`config.mk`:
```
export PLATFORM = sky130hd
export DESIGN_NAME = sbt_timer
export DESIGN_NICKNAME = d
export VERILOG_FILES = /design/src/design/sbt_timer.v
export VERILOG_INCLUDE_DIRS = /design/src /design/src/design
export SDC_FILE = /design/constraint.sdc
export NUM_CORES = 1
export LEC_CHECK = 0
export BUFFER_PORTS_ARGS = -buffer_cell sky130_fd_sc_hd__buf_4
export CORE_MARGIN = 2
export CORE_UTILIZATION = 45
export DETAILED_ROUTE_END_ITERATION = 8
export GPL_TIMING_DRIVEN = 0
export PLACE_DENSITY = 0.75
export SLEW_MARGIN = 25
export SYNTH_ARGS = -nofsm -noshare
export SYNTH_HDL_FRONTEND = slang
export SYNTH_SLANG_ARGS = --single-unit
```
`constraint.sdc`:
```
create_clock -name MCLK -period 5.2 [get_ports MCLK]
set_input_delay 0 -clock MCLK [delete_from_list [all_inputs] [get_ports MCLK]]
set_output_delay 0 -clock MCLK [all_outputs]
set_load 0.05 [all_outputs]
```
`src/design/sbt_map.vh`:
```
// Functional notes
// run bit starts sixteen-bit counting, clear stops
// stop-in-idle halts counter during idle
// external clock makes gate bit ignored
// internal clock plus gate bit gates accumulation
// prescale codes divide by 1,8,64,256
// clock source picks pin edges or cycles
// primary syncs external clock when sync set
// pairing mode disables secondary run/gate/prescale/source
// software clears secondary idle bit for pairing
// unimplemented control bits read as zero
// count per prescaled tick, gated while gate active
// control bits reset to zero
`ifndef SBT_MAP_VH
`define SBT_MAP_VH
`define SBT_OFF_PRI_CTRL  4'h0
`define SBT_OFF_SEC_CTRL  4'h4
`define SBT_OFF_PRI_CNT   4'h8
`define SBT_OFF_SEC_CNT   4'hC
`define SBT_BIT_RUN       15
`define SBT_BIT_SIDL      13
`define SBT_BIT_GATE      6
`define SBT_BIT_PS_HI     5
`define SBT_BIT_PS_LO     4
`define SBT_BIT_PAIR      3
`define SBT_BIT_SYNC      2
`define SBT_BIT_CS        1
`define SBT_PRI_MASK      16'hA076
`define SBT_SEC_MASK      16'hA07A
`define SBT_CTRL_RESET    16'h0000
`define SBT_DIV_1         9'h000
`define SBT_DIV_8         9'h007
`define SBT_DIV_64        9'h03F
`define SBT_DIV_256       9'h0FF
`define SBT_RESP_OKAY     2'h0
`define SBT_RESP_SLVERR   2'h2
`endif

```
`src/design/sbt_timer.v`:
```
`timescale 1ns/1ns
`include "sbt_map.vh"
module sbt_timer
(
  input  wire        MCLK,
  input  wire        RST_N,
  input  wire        IDLE_MODE,
  input  wire        PRI_EXT_CLK_PIN,
  input  wire        SEC_EXT_CLK_PIN,
  input  wire        PRI_GATE_PIN,
  input  wire        SEC_GATE_PIN,
  input  wire        S_AXI_AWVALID,
  output reg         S_AXI_AWREADY,
  input  wire [3:0]  S_AXI_AWADDR,
  input  wire        S_AXI_WVALID,
  output reg         S_AXI_WREADY,
  input  wire [31:0] S_AXI_WDATA,
  input  wire [3:0]  S_AXI_WSTRB,
  output reg         S_AXI_BVALID,
  input  wire        S_AXI_BREADY,
  output reg  [1:0]  S_AXI_BRESP,
  input  wire        S_AXI_ARVALID,
  output reg         S_AXI_ARREADY,
  input  wire [3:0]  S_AXI_ARADDR,
  output reg         S_AXI_RVALID,
  input  wire        S_AXI_RREADY,
  output reg  [31:0] S_AXI_RDATA,
  output reg  [1:0]  S_AXI_RRESP
);

  // prescale code to terminal count of divider
  function [8:0] sbt_div_limit;
    input [1:0] code;
    begin
      case (code)
        2'b11:   sbt_div_limit = `SBT_DIV_256;
        2'b10:   sbt_div_limit = `SBT_DIV_64;
        2'b01:   sbt_div_limit = `SBT_DIV_8;
        default: sbt_div_limit = `SBT_DIV_1;
      endcase
    end
  endfunction

  // merge a 16-bit register with write strobes, masked to implemented bits
  function [15:0] sbt_wr;
    input [15:0] old;
    input [31:0] data;
    input [3:0]  strb;
    input [15:0] mask;
    begin
      sbt_wr = {strb[1] ? data[15:8] : old[15:8], strb[0] ? data[7:0] : old[7:0]} & mask;
    end
  endfunction

  reg [15:0] pri_ctrl_q;   // primary control
  reg [15:0] sec_ctrl_q;   // secondary control
  reg [15:0] pri_cnt_q;    // primary counter
  reg [15:0] sec_cnt_q;    // secondary counter
  reg [8:0]  pri_pre_q;    // primary prescaler
  reg [8:0]  sec_pre_q;    // secondary prescaler
  // two-flop synchronisers, plus an edge history stage on the clock pins only
  reg [2:0]  pri_ck_q;
  reg [2:0]  sec_ck_q;
  reg [1:0]  idle_q;
  reg [1:0]  pri_gt_q;
  reg [1:0]  sec_gt_q;
  // extra history stage, used by the synchronised primary path only
  reg        pri_raw_q;

  wire idle = idle_q[1];
  wire pair = sec_ctrl_q[`SBT_BIT_PAIR];

  // a single-clock design cannot count truly asynchronously, so the pin
  // always passes two flops; sync off only drops one stage of latency
  wire pri_ext_sync = pri_ck_q[2] & ~pri_raw_q;
  wire pri_ext_fast = pri_ck_q[1] & ~pri_ck_q[2];
  wire pri_ext_edge = pri_ctrl_q[`SBT_BIT_SYNC] ? pri_ext_sync : pri_ext_fast;
  wire sec_ext_edge = sec_ck_q[1] & ~sec_ck_q[2];

  // input tick: pin edge or every cycle
  wire pri_src = pri_ctrl_q[`SBT_BIT_CS] ? pri_ext_edge : 1'b1;
  wire sec_src = sec_ctrl_q[`SBT_BIT_CS] ? sec_ext_edge : 1'b1;

  // gate used only with internal clock
  wire pri_gate_ok = ~pri_ctrl_q[`SBT_BIT_GATE] | pri_ctrl_q[`SBT_BIT_CS] | pri_gt_q[1];
  wire sec_gate_ok = ~sec_ctrl_q[`SBT_BIT_GATE] | sec_ctrl_q[`SBT_BIT_CS] | sec_gt_q[1];

  // in pairing the secondary idle bit governs the pair
  wire pri_idle_stop = idle & (pair ? sec_ctrl_q[`SBT_BIT_SIDL] : pri_ctrl_q[`SBT_BIT_SIDL]);
  wire pri_run = pri_ctrl_q[`SBT_BIT_RUN] & ~pri_idle_stop & pri_gate_ok;
  wire sec_run = sec_ctrl_q[`SBT_BIT_RUN] & ~(idle & sec_ctrl_q[`SBT_BIT_SIDL]) & sec_gate_ok & ~pair;

  wire pri_tick = pri_run & pri_src;
  wire sec_tick = sec_run & sec_src;
  wire pri_inc  = pri_tick & (pri_pre_q == sbt_div_limit(pri_ctrl_q[`SBT_BIT_PS_HI:`SBT_BIT_PS_LO]));
  wire sec_inc  = sec_tick & (sec_pre_q == sbt_div_limit(sec_ctrl_q[`SBT_BIT_PS_HI:`SBT_BIT_PS_LO]));
  // in pairing the primary is the low half, carry feeds the secondary
  wire pri_carry = pri_inc & (pri_cnt_q == 16'hFFFF);

  // bus handshake state
  reg        aw_hold_q;
  reg [3:0]  aw_addr_q;
  reg        w_hold_q;
  reg [31:0] w_data_q;
  reg [3:0]  w_strb_q;
  wire do_wr = aw_hold_q & w_hold_q & ~S_AXI_BVALID;

  // synchronisers
  always @(posedge MCLK or negedge RST_N)
  begin
    if (!RST_N)
    begin
      pri_ck_q  <= 3'h0;
      sec_ck_q  <= 3'h0;
      idle_q    <= 2'h0;
      pri_gt_q  <= 2'h0;
      sec_gt_q  <= 2'h0;
      pri_raw_q <= 1'b0;
    end
    else
    begin
      pri_ck_q  <= {pri_ck_q[1:0], PRI_EXT_CLK_PIN};
      sec_ck_q  <= {sec_ck_q[1:0], SEC_EXT_CLK_PIN};
      idle_q    <= {idle_q[0], IDLE_MODE};
      pri_gt_q  <= {pri_gt_q[0], PRI_GATE_PIN};
      sec_gt_q  <= {sec_gt_q[0], SEC_GATE_PIN};
      pri_raw_q <= pri_ck_q[2];
    end
  end

  // prescalers and counters
  always @(posedge MCLK or negedge RST_N)
  begin
    if (!RST_N)
    begin
      pri_pre_q <= 9'h000;
      sec_pre_q <= 9'h000;
      pri_cnt_q <= 16'h0000;
      sec_cnt_q <= 16'h0000;
    end
    else
    begin
      // prescaler clears when timer is stopped
      if (!pri_ctrl_q[`SBT_BIT_RUN])
        pri_pre_q <= 9'h000;
      else if (pri_inc)
        pri_pre_q <= 9'h000;
      else if (pri_tick)
        pri_pre_q <= pri_pre_q + 9'h001;
      if (!sec_ctrl_q[`SBT_BIT_RUN] || pair)
        sec_pre_q <= 9'h000;
      else if (sec_inc)
        sec_pre_q <= 9'h000;
      else if (sec_tick)
        sec_pre_q <= sec_pre_q + 9'h001;
      // software writes win over counting
      if (do_wr && aw_addr_q == `SBT_OFF_PRI_CNT)
        pri_cnt_q <= sbt_wr(pri_cnt_q, w_data_q, w_strb_q, 16'hFFFF);
      else if (pri_inc)
        pri_cnt_q <= pri_cnt_q + 16'h0001;
      if (do_wr && aw_addr_q == `SBT_OFF_SEC_CNT)
        sec_cnt_q <= sbt_wr(sec_cnt_q, w_data_q, w_strb_q, 16'hFFFF);
      else if (pair ? pri_carry : sec_inc)
        sec_cnt_q <= sec_cnt_q + 16'h0001;
    end
  end

  // write channel: address and data accepted in either order
  always @(posedge MCLK or negedge RST_N)
  begin
    if (!RST_N)
    begin
      aw_hold_q     <= 1'b0;
      w_hold_q      <= 1'b0;
      aw_addr_q     <= 4'h0;
      w_data_q      <= 32'h00000000;
      w_strb_q      <= 4'h0;
      S_AXI_AWREADY <= 1'b0;
      S_AXI_WREADY  <= 1'b0;
      S_AXI_BVALID  <= 1'b0;
      S_AXI_BRESP   <= `SBT_RESP_OKAY;
      pri_ctrl_q    <= `SBT_CTRL_RESET;
      sec_ctrl_q    <= `SBT_CTRL_RESET;
    end
    else
    begin
      S_AXI_AWREADY <= ~aw_hold_q & ~S_AXI_AWREADY & ~S_AXI_BVALID;
      S_AXI_WREADY  <= ~w_hold_q & ~S_AXI_WREADY & ~S_AXI_BVALID;
      if (S_AXI_AWVALID && S_AXI_AWREADY)
      begin
        aw_hold_q <= 1'b1;
        aw_addr_q <= S_AXI_AWADDR;
      end
      if (S_AXI_WVALID && S_AXI_WREADY)
      begin
        w_hold_q <= 1'b1;
        w_data_q <= S_AXI_WDATA;
        w_strb_q <= S_AXI_WSTRB;
      end
      if (do_wr)
      begin
        aw_hold_q    <= 1'b0;
        w_hold_q     <= 1'b0;
        S_AXI_BVALID <= 1'b1;
        S_AXI_BRESP  <= `SBT_RESP_OKAY;
        case (aw_addr_q)
          `SBT_OFF_PRI_CTRL: pri_ctrl_q <= sbt_wr(pri_ctrl_q, w_data_q, w_strb_q, `SBT_PRI_MASK);
          `SBT_OFF_SEC_CTRL: sec_ctrl_q <= sbt_wr(sec_ctrl_q, w_data_q, w_strb_q, `SBT_SEC_MASK);
          `SBT_OFF_PRI_CNT:  S_AXI_BRESP <= `SBT_RESP_OKAY;
          `SBT_OFF_SEC_CNT:  S_AXI_BRESP <= `SBT_RESP_OKAY;
          default:           S_AXI_BRESP <= `SBT_RESP_SLVERR;
        endcase
      end
      else if (S_AXI_BVALID && S_AXI_BREADY)
        S_AXI_BVALID <= 1'b0;
    end
  end

  // read channel: one cycle after address accept
  always @(posedge MCLK or negedge RST_N)
  begin
    if (!RST_N)
    begin
      S_AXI_ARREADY <= 1'b0;
      S_AXI_RVALID  <= 1'b0;
      S_AXI_RDATA   <= 32'h00000000;
      S_AXI_RRESP   <= `SBT_RESP_OKAY;
    end
    else
    begin
      S_AXI_ARREADY <= ~S_AXI_ARREADY & ~S_AXI_RVALID & S_AXI_ARVALID;
      if (S_AXI_ARVALID && S_AXI_ARREADY)
      begin
        S_AXI_RVALID <= 1'b1;
        S_AXI_RRESP  <= `SBT_RESP_OKAY;
        case (S_AXI_ARADDR)
          `SBT_OFF_PRI_CTRL: S_AXI_RDATA <= {16'h0000, pri_ctrl_q};
          `SBT_OFF_SEC_CTRL: S_AXI_RDATA <= {16'h0000, sec_ctrl_q};
          `SBT_OFF_PRI_CNT:  S_AXI_RDATA <= {16'h0000, pri_cnt_q};
          `SBT_OFF_SEC_CNT:  S_AXI_RDATA <= {16'h0000, sec_cnt_q};
          default:
          begin
            S_AXI_RDATA <= 32'h00000000;
            S_AXI_RRESP <= `SBT_RESP_SLVERR;
          end
        endcase
      end
      else if (S_AXI_RVALID && S_AXI_RREADY)
        S_AXI_RVALID <= 1'b0;
    end
  end

endmodule

```
==> metrics, run 1 <==
core area=13770 µm²; Post-synth EDFFs=0; cell count after synthesis=585; initial antenna violation count=0; total grt overflow=0; Final GP Congestion=0.9245; final hold vios=0; Detail Placement HPWL=11.29 mm; P per Cell Area=485.4 nW/µm²; outcome=completed; die area=14970 µm²; layout cells sized above 1=0.2589; Placed Area=7069 µm²; Worst Path Required=5.49 ns; post-route ant nets=0; ys async rst share=1.000; Die Y=122.3 µm; Boundary Pins=97; Yosys reg bits=124; total wire length=15.82 mm; Slew Viols, Final=0; R2R cell count=8; vias in the first global route=5060; First-pass DRT Iterations=5; worst r2r src=pri_ctrl_q[4]; # port buffers=59; Die X-Extent=122.3 µm; MaxCap Viol Count=0; max incr delay on CP=0.55 ns; Worst-Margin Slew=0.7404 ns; Starting Density=0.4576; Final setup viols=0; Max Buffers Root-to-Sink=2; Crit Reg-Reg Endpoint=pri_cnt_q[9]; most common cell after layout, fill and taps aside=dfrtp_1; hold crit path type=in -> async; wire length of the first global-routing pass=25.98 mm; Final Util=0.5858; Slew HR=0.5064; Seq/Total Area, Yosys=0.4924; post-CTS setup buffers=0; slowest CP cell=or4_4; final worst path period share=0.4679; Vias/cell=5.774; DR iter-0 viols=443; CTS tree=done; Main synth FF type=dfrtp_1; count of cell types in the netlist=78; DR DRC count=0; CTS H-Tree Depth=4; Worst Setup Start Kind=flip-flop; f_max=0.4110 GHz; Layout area overhead=28.03%; routed len/inst=17.38 µm; CP Capture Type=flip-flop; largest net degree at the start of global routing=96; Ys Warns=0; Total GRT Usage=0.2253; Synth Area per Inst=10.77 µm²; Setup Skew=0.01312 ns; crit path from=pri_ctrl_q[4]; root buffer cell=clkbuf_16; Non-Filler Cell Area, Final=8069 µm²; Num CTS Buffers=17; worst skew pair latency=0.42 ns; antenna fix cells=0; clock sink count=124; Reg2Reg Setup Slack=2.77 ns; setup TNS=0 ns; # rows=43; area of the mapped netlist=6302 µm²; clk slew on worst S/H paths=0.06 ns; Cell Chain, Critical Path=or4_4 -> o22ai_2 -> o211a_4 -> buf_6 -> nand3_4 -> buf_2 -> o32ai_1 -> a21oi_1; Setup Crit Path Kind=reg -> reg; RSZ-0062 raised after global routing=false; most frequent cells in the layout=124 x dfrtp_1, 76 x buf_4, 53 x nand2_1, 50 x nor2_1; Final nets=777; Vias=5254; leak pwr=3.575 nW; post-route minimum period=2.433 ns; maximum vdd ir drop=0.3182 mV; crit path max fanout=10; Crit path arrival time=2.72 ns
-- flip-flops by register name, summed over array words and instances (netlist names), 2 cells and up --
signal       cells
S_AXI_RDATA     16
aw_addr_q        4
idle_q           2
pri_ck_q         3
pri_cnt_q       16
pri_ctrl_q       7
pri_gt_q         2
pri_pre_q        9
sec_ck_q         3
sec_cnt_q       16
sec_ctrl_q       7
sec_gt_q         2
sec_pre_q        9
w_data_q        16
w_strb_q         2
-- where the power goes --
| part | total, mW | leakage (nW) | switching (mW) | internal [mW] |
|---|---|---|---|---|
| clock network | 1.25 | 0.298 | 0.438 | 0.814 |
| logic | 1.07 | 1.69 | 0.572 | 0.496 |
| registers | 1.60 | 1.59 | 0.368 | 1.23 |
-- worst max-delay path, delay by kind of cell (launching register included) --
kind	cells	cell delay (ns)
AND/OR/NAND/NOR	2	0.67
flip-flops	1	0.44
AO/OA/AOI/OAI	4	0.78
buffers and inverters	2	0.41
-- how the worst max path moves through the flow --
stage	to	slack [ns]
after global placement	pri_cnt_q[9]	2.84
after global routing	sec_cnt_q[12]	2.68
after floorplan	sec_cnt_q[9]	3.04
final	pri_cnt_q[9]	2.77
after CTS	pri_cnt_q[9]	2.78
after detailed placement	pri_cnt_q[9]	2.81
-- Yosys cell counts (4+ instances only) --
library cell,count,area [µm²]
o22ai_1,5,31.28
mux2_2,36,405.4
ha_1,4,50.05
buf_4,18,135.1
nor2_1,50,187.7
a22o_1,9,78.83
o21ai_0,26,130.1
or3_1,7,43.79
mux2i_1,19,190.2
nand2b_1,6,37.54
mux4_2,5,112.6
buf_2,7,35.03
xnor2_1,8,70.07
a211oi_1,8,60.06
a21oi_1,17,85.08
a31oi_1,4,25.02
dfrtp_1,124,3103
nand3_1,23,115.1
o221a_2,5,56.30
and3_1,10,62.56
nand4_1,11,68.82
inv_1,13,48.80
clkbuf_1,9,33.78
and4_1,6,52.55
nor3_1,14,70.07
nand2_1,53,198.9
and2_1,7,43.79
xor2_1,4,35.03
-- per-layer routing --
layer  global-route usage  share of wire  up-vias
li1                     -              -     2403
met1               0.3118           0.45     2586
met4               0.1020          0.026        0
met3              0.04786          0.069       34
met5                    0              0        -
met2               0.3410           0.46      231
-- timing repair --
| item | in CTS | in global routing |
|---|---|---|
| hold buffers | 34 | 2 |
| hold endpoints to repair | 157 | 8 |
| resized for setup | 0 | 0 |
-- metrics by stage --
stage               worst slack [ns]  power (mW)  instances  hold WS [ns]
global route                   2.677       4.123        910       0.03923
finish                         2.767       3.917        910       0.01774
CTS                            2.777       3.917        908       0.01538
detailed placement             2.808       2.632        842       -0.1323
global placement               2.840       2.581        841        0.1100
floorplan                      3.036       2.237        602       -0.2956
-- cells by family (layout without fill, tap and decap cells) --
kind of cell | after synthesis | count (layout) | share of synthesized area
muxes | 62 | 62 | 0.1183
AOI/OAI and AO/OA | 115 | 115 | 0.1396
DFF | 124 | 124 | 0.4924
xor gates and xnor gates | 12 | 12 | 0.01668
buffers and inverters | 52 | 180 | 0.04765
adders and majority gates | 4 | 4 | 0.007942
and+or+nand+nor | 215 | 215 | 0.1769
other | 1 | 18 | 0.0005950
-- layout make-up --
cell class | count | area (µm²)
Buffer | 39 | 251.5
Multi-Input combinational cell | 426 | 2968
Inverter | 13 | 48.80
Sequential cell | 124 | 3103
Fill cell | 1142 | 5704
Clock inverter | 14 | 195.2
Clock buffer | 18 | 439.2
Tap cell | 180 | 225.2
Timing Repair Buffer | 96 | 838.3
Power figures use the tool's default switching activity.
==> run 2: changes to the inputs <==
--- a/config.mk
+++ b/config.mk
@@ -6,12 +6,13 @@
 export SDC_FILE = /design/constraint.sdc
 export NUM_CORES = 1
 export LEC_CHECK = 0
+export ABC_AREA = 1
 export BUFFER_PORTS_ARGS = -buffer_cell sky130_fd_sc_hd__buf_4
 export CORE_MARGIN = 2
 export CORE_UTILIZATION = 45
 export DETAILED_ROUTE_END_ITERATION = 8
 export GPL_TIMING_DRIVEN = 0
-export PLACE_DENSITY = 0.75
+export PLACE_DENSITY = 0.74
 export SLEW_MARGIN = 25
 export SYNTH_ARGS = -nofsm -noshare
 export SYNTH_HDL_FRONTEND = slang
==> constraint.sdc (replaced) <==
create_clock -name MCLK -period 2.5 [get_ports MCLK]
set_input_delay 0 -clock MCLK [delete_from_list [all_inputs] [get_ports MCLK]]
set_output_delay 0 -clock MCLK [all_outputs]
set_load 0.05 [all_outputs]
==> metrics, run 2 <==
Main synth FF type=dfrtp_1; crit path max fanout=10 (unchanged); P per Cell Area=942.0 nW/µm² (+94%); slowest CP cell=dfrtp_1; # port buffers=60 (+1.7%); storage element area=3103 µm² (unchanged); area of the mapped netlist=6554 µm² (+4.0%); MaxCap Viol Count=0 (unchanged); Layout area overhead=26.52%; setup TNS=0 ns (unchanged); Crit Reg-Reg Endpoint=sec_cnt_q[3]; total wire length=16.33 mm (+3.2%); Starting Density=0.4561 (-0.001463); Max Buffers Root-to-Sink=2 (unchanged); most frequent cells in the layout=256 x nand2_1, 124 x dfrtp_1, 90 x inv_1, 82 x o21ai_0, 78 x buf_4; routed len/inst=13.89 µm (-20%); setup ws final=0.6391 ns (-2.128 ns); crit-path leading delay family=simple AND/OR/NAND/NOR gates; DR DRC count=0 (unchanged); Worst Path Required=2.80 ns (-2.69 ns); total grt overflow=0 (unchanged); Final Util=0.5771 (-0.008783); Setup Skew=0.009565 ns (-0.003554 ns); Final nets=1039 (+34%); Seq/Total Area, Yosys=0.4735 (-0.01889); Cell Chain, Critical Path=ha_1 -> nand3_2 -> nor2_4 -> nand3_4 -> nor2_2 -> nand3_1 -> nand2_2 -> nand2_4 -> buf_6 -> nand3_1 -> nand2_1; Non-Filler Cell Area, Final=8292 µm² (+2.8%); Num CTS Buffers=17 (unchanged); f_max=0.5374 GHz (+31%); worst r2r src=pri_cnt_q[0]; R2R cell count=11 (+3); post-route ant nets=0 (unchanged); CTS H-Tree Depth=4 (unchanged); CTS tree=done; Synth top area share=0.4735 (-0.01889); Slew Viols, Final=0 (unchanged); wire length of the first global-routing pass=26.79 mm (+3.1%); First-pass DRT Iterations=7 (+2); Die X-Extent=124.7 µm (+1.9%); Post-synth EDFFs=0 (unchanged); CP Capture Type=flip-flop; Most common cell on crit path=nand3_1; # rows=44 (+2.3%); initial antenna violation count=0 (unchanged); ys async rst share=1.000 (unchanged); root buffer cell=clkbuf_16; final hold vios=0 (unchanged); dpl ws=0.6733 ns (-2.134 ns); leak pwr=4.023 nW (+13%); Vias=5957 (+13%); Pwr Total=7.810 mW (+99%); top-count cell post-synth=nand2_1; Synth Area per Inst=7.756 µm² (-28%); Slew HR=0.6458 (+0.1395); clk slew on worst S/H paths=0.05 ns (about the same); Total GRT Usage=0.2151 (-0.01014); clock sink count=124 (unchanged); most common cell after layout, fill and taps aside=nand2_1; end of the critical path=sec_cnt_q[3]; final worst path period share=0.7444 (+0.2764); max incr delay on CP=0.37 ns (-0.18 ns); cell count after synthesis=845 (+44%); Boundary Pins=97 (unchanged); Reg2Reg Setup Slack=0.64 ns (-2.13 ns); layout cells sized above 1=0.1593 (-0.09963); Worst Setup Start Kind=flip-flop; maximum vdd ir drop=0.7035 mV (+120%); core area=14370 µm² (+4.3%); top post-synthesis cells by area=dfrtp_1 47%, nand2_1 15%, o21ai_0 6.3%; Multi-input gate area=2897 µm² (-2.4%); worst skew pair latency=0.42 ns (about the same); antenna fix cells=0 (unchanged); Placed Area=7333 µm² (+3.7%); Die Y=124.7 µm (+1.9%); vias in the first global route=5387 (+6.5%); Yosys reg bits=124 (unchanged); Final GP Congestion=0.9315 (+0.76%); hold crit path type=in -> reg; Vias/cell=5.065 (-12%); Post-CTS Resized=0 (unchanged); outcome=completed; Yosys top cell by area=dfrtp_1; Detail Placement HPWL=11.58 mm (+2.6%); Worst-Margin Slew=0.5313 ns (-0.2092 ns); post-route minimum period=1.861 ns (-0.5723 ns); list of most frequent post-synthesis cells=256 x nand2_1, 124 x dfrtp_1, 90 x inv_1, 82 x o21ai_0, 64 x nand3_1; die area=15550 µm² (+3.9%); Crit path arrival time=2.16 ns (-0.56 ns); Ys Warns=0 (unchanged); crit path from=pri_cnt_q[0]; Setup Crit Path Kind=reg -> reg; Final setup viols=0 (unchanged); largest net degree at the start of global routing=69 (-28%); Buf+Inv Stages, Crit Path=1 (-1); count of cell types in the netlist=40 (-49%); DR iter-0 viols=519 (+17%); filler cell count=1293 (+13%); RSZ-0062 raised after global routing=false; Levels on crit path=11 (+3); post-CTS setup buffers=0 (unchanged)
run 2: cell count changes after synthesis, moves of 36 or more:
cell,delta
nand3_1,+41
nand2_1,+203
inv_1,+77
mux2_2,-36
o21ai_0,+56
run 2: layout make-up:
type / count / area share
tap: 184 / 0.02777
multi-input combinational: 605 / 0.3493
inverter: 97 / 0.04391
buffer: 36 / 0.03063
timing repair buffer: 98 / 0.1032
sequential: 124 / 0.3742
clock inverter: 11 / 0.01418
clock buffer: 21 / 0.05674
run 2: where the power goes:
group / switching (mW) / internal [mW]
Clock: 0.877 / 1.54
Combinational: 1.61 / 0.818
Sequential: 0.460 / 2.51
run 2: repair_timing:
| item | in CTS | in global routing |
|---|---|---|
| hold endpoints to repair | 156 | 0 |
| hold buffers | 37 | 0 |
| setup endpoints to repair | 0 | 0 |
run 2: worst min-delay path by stage:
stage / startpoint / end / slack (ns) / cells past startpoint
after floorplan: RST_N / S_AXI_ARREADY / -0.30 / 0
after global placement: SEC_GATE_PIN / sec_gt_q[0] / 0.11 / 1
after detailed placement: RST_N / S_AXI_RDATA[8] / -0.04 / 1
after CTS: S_AXI_WVALID / w_data_q[1] / 0.003 / 5
after global routing: S_AXI_WVALID / w_data_q[0] / 0.05 / 5
final: S_AXI_WVALID / w_data_q[1] / 0.01 / 5
run 2: cell families after synthesis:
logic type / after synthesis / synth area share
adders and majority gates: 4 / 0.007637
DFF: 124 / 0.4735
other: 1 / 0.0005722
buffers and inverters: 133 / 0.09431
xor gates and xnor gates: 15 / 0.02004
AOI/OAI and AO/OA: 134 / 0.1105
and+or+nand+nor: 434 / 0.2934
run 2: metal layers:
| layer | global-route usage | vias up | share of wire |
|---|---|---|---|
| li1 | - | 2974 | - |
| met1 | 0.3093 | 2763 | 0.47 |
| met2 | 0.3263 | 202 | 0.45 |
| met3 | 0.04296 | 18 | 0.066 |
| met4 | 0.07270 | 0 | 0.012 |
| met5 | 0 | - | 0 |
run 2: worst min-delay path, stage by stage:
cell and delay (ns):
buf_4 0.08, nand2_1 0.06, clkinv_1 0.13, nand2_1 0.07
o21ai_0 0.06
run 2: stage by stage:
| stage | hold WS (ns) | std cells |
|---|---|---|
| 6_report | 0.01300 | 1176 |
| 5_1_grt | 0.04808 | 1176 |
| 2_1_floorplan | -0.2956 | 862 |
| 4_1_cts | 0.003371 | 1176 |
| 3_3_place_gp | 0.1106 | 1106 |
| 3_5_place_dp | -0.04425 | 1107 |
==> run 3: changes to the inputs <==
--- a/config.mk
+++ b/config.mk
@@ -6,13 +6,13 @@
 export SDC_FILE = /design/constraint.sdc
 export NUM_CORES = 1
 export LEC_CHECK = 0
-export ABC_AREA = 1
+export ABC_AREA = 0
 export BUFFER_PORTS_ARGS = -buffer_cell sky130_fd_sc_hd__buf_4
 export CORE_MARGIN = 2
 export CORE_UTILIZATION = 45
 export DETAILED_ROUTE_END_ITERATION = 8
 export GPL_TIMING_DRIVEN = 0
-export PLACE_DENSITY = 0.74
+export PLACE_DENSITY = 0.77
 export SLEW_MARGIN = 25
 export SYNTH_ARGS = -nofsm -noshare
 export SYNTH_HDL_FRONTEND = slang
==> constraint.sdc (replaced) <==
create_clock -name MCLK -period 1.65 [get_ports MCLK]
set_input_delay 0 -clock MCLK [delete_from_list [all_inputs] [get_ports MCLK]]
set_output_delay 0 -clock MCLK [all_outputs]
set_load 0.05 [all_outputs]
==> metrics, run 3 (synthesis results as in run 1) <==
outcome=complete, but fails checks; failing checks=negative setup slack; core area=13770 µm² (-4.1%); First-pass DRT Iterations=5 (-2); Setup Skew=0.01142 ns (+0.001852 ns); CTS tree=done; Detail Placement HPWL=11.52 mm (-0.58%); setup ws final=-0.6498 ns (-1.289 ns); Vias=5467 (-8.2%); hold crit path type=in -> async; crit path max fanout=7 (-3); RSZ-0062 raised after global routing=true; Slew Viols, Final=0 (unchanged); post-route ant nets=0 (unchanged); root buffer cell=clkbuf_16; met2 routed WL=8.165 mm (+11%); Num CTS Buffers=17 (unchanged); maximum vdd ir drop=0.9696 mV (+38%); Final setup viols=50 (+50); Die X-Extent=122.3 µm (-1.9%); layout cells sized above 1=0.3743 (+0.2151); Top Layer Used=met4; Setup Crit Path Kind=reg -> reg; antenna fix cells=0 (unchanged); Max Buffers Root-to-Sink=2 (unchanged); Final GP Congestion=0.9130 (-2.0%); MaxCap Viol Count=0 (unchanged); Min Hold Slack=0.01338 ns (+0.0003720 ns); Placed Area=7189 µm² (-2.0%); P per Cell Area=1513 nW/µm² (+61%); final std cells w/o fill=944 (-20%); Starting Density=0.4576 (+0.001463); Die Y=122.3 µm (-1.9%); dpl ws=-0.6562 ns (-1.330 ns); final hold vios=0 (unchanged); most frequent cells in the layout=115 x dfrtp_1, 102 x buf_4, 47 x nand2_1, 40 x nor2_1, 36 x mux2_2; total wire length=17.41 mm (+6.6%); DR DRC count=0 (unchanged); worst skew pair latency=0.43 ns (about the same); clk slew on worst S/H paths=0.06 ns (about the same); CP Capture Type=flip-flop; post-route minimum period=2.300 ns (+0.4388 ns); Non-Filler Cell Area, Final=8795 µm² (+6.1%); largest net degree at the start of global routing=97 (+41%); Vias/cell=5.791 (+14%); total grt overflow=0 (unchanged); DR iter-0 viols=366 (-29%); final worst path period share=1.394 (+0.6494); Worst Setup Start Kind=flip-flop; met1 WL=7.177 mm (-6.4%); f_max=0.4348 GHz (-19%); Slew HR=0.5424 (-0.1034); setup TNS=-20.38 ns (-20.38 ns); most common cell after layout, fill and taps aside=dfrtp_1; vias in the first global route=5400 (+0.24%); Final nets=811 (-22%); # rows=43 (-2.3%); DR WL met3=1.455 mm (+34%); Final Util=0.6385 (+0.06147); Worst Path Required=2.01 ns (-0.79 ns); Layout area overhead=39.55%; Total GRT Usage=0.2423 (+0.02719); # port buffers=59 (-1.7%); die area=14970 µm² (-3.7%); CTS H-Tree Depth=4 (unchanged); leak pwr=3.835 nW (-4.7%); Boundary Pins=97 (unchanged); Crit path arrival time=2.66 ns (+0.50 ns); post-placement cell count=842 (-24%); initial antenna violation count=0 (unchanged); clock sink count=124 (unchanged); wire length of the first global-routing pass=27.69 mm (+3.4%); routed len/inst=18.44 µm (+33%); Pwr Total=13.31 mW (+70%); Worst-Margin Slew=0.6864 ns (+0.1551 ns)
run 3: changes by cell type in the layout (fill, tap and decap cells not counted), moves of 13 or more:
cell and change:
buf_4 +24, nand3_1 -44, mux2_2 +36, o21ai_0 -64, inv_1 -77, o21ai_1 -13
mux2i_1 +19, nand2_1 -209
run 3: repair_timing:
item	in CTS	in global routing
gates cloned	0	0
hold buffers	35	0
setup endpoints to repair	68	77
buffers inserted	22	15
resized for setup	39	44
pin swaps	25	19
hold endpoints to repair	165	0
run 3: path summary, 6_finish.rpt:
kind                       slack, ns       startpoint         endpoint  depth (start not counted)
max                            -0.65    pri_ctrl_q[4]     pri_cnt_q[8]                          7
min                             0.01            RST_N    S_AXI_AWREADY                          2
max reg2reg                    -0.65    pri_ctrl_q[4]     pri_cnt_q[8]                          7
min reg2reg                     0.35      sec_gt_q[0]      sec_gt_q[1]                          0
max in group asynchronous       0.88            RST_N    S_AXI_ARREADY                          3
min in group MCLK               0.11  S_AXI_ARADDR[3]  S_AXI_RDATA[15]                          3
run 3: area by class of cell:
class / instances / area [µm²]
fillers: 1052 / 4979
multi-input cells: 426 / 3348
flip-flops and latches: 124 / 3114
repair buffers: 132 / 1160
clock buffers: 19 / 442.9
plain buffers: 37 / 289.0
well taps: 180 / 225.2
clock inverters: 13 / 166.4
inverters: 13 / 48.80
run 3: where the power goes:
| part | leakage (nW) | total, mW | switching, mW | internal, mW |
|---|---|---|---|---|
| clock network | 0.278 | 3.82 | 1.40 | 2.42 |
| registers | 1.58 | 5.12 | 1.23 | 3.88 |
| logic | 1.98 | 4.37 | 2.19 | 2.18 |
run 3: metal layers:
metal,global-route usage,up-vias
met5,0,-
met4,0.1085,0
met3,0.06087,53
met2,0.3708,281
met1,0.3260,2669
li1,-,2464
run 3: worst max-delay path, cell delays in order (launching register included):
cell and delay, ns:
dfrtp_1 0.38, or4_4 0.55, o22ai_4 0.17, o211a_4 0.22, buf_8 0.14, nand4_1 0.28
o21ai_2 0.27, o221a_2 0.22
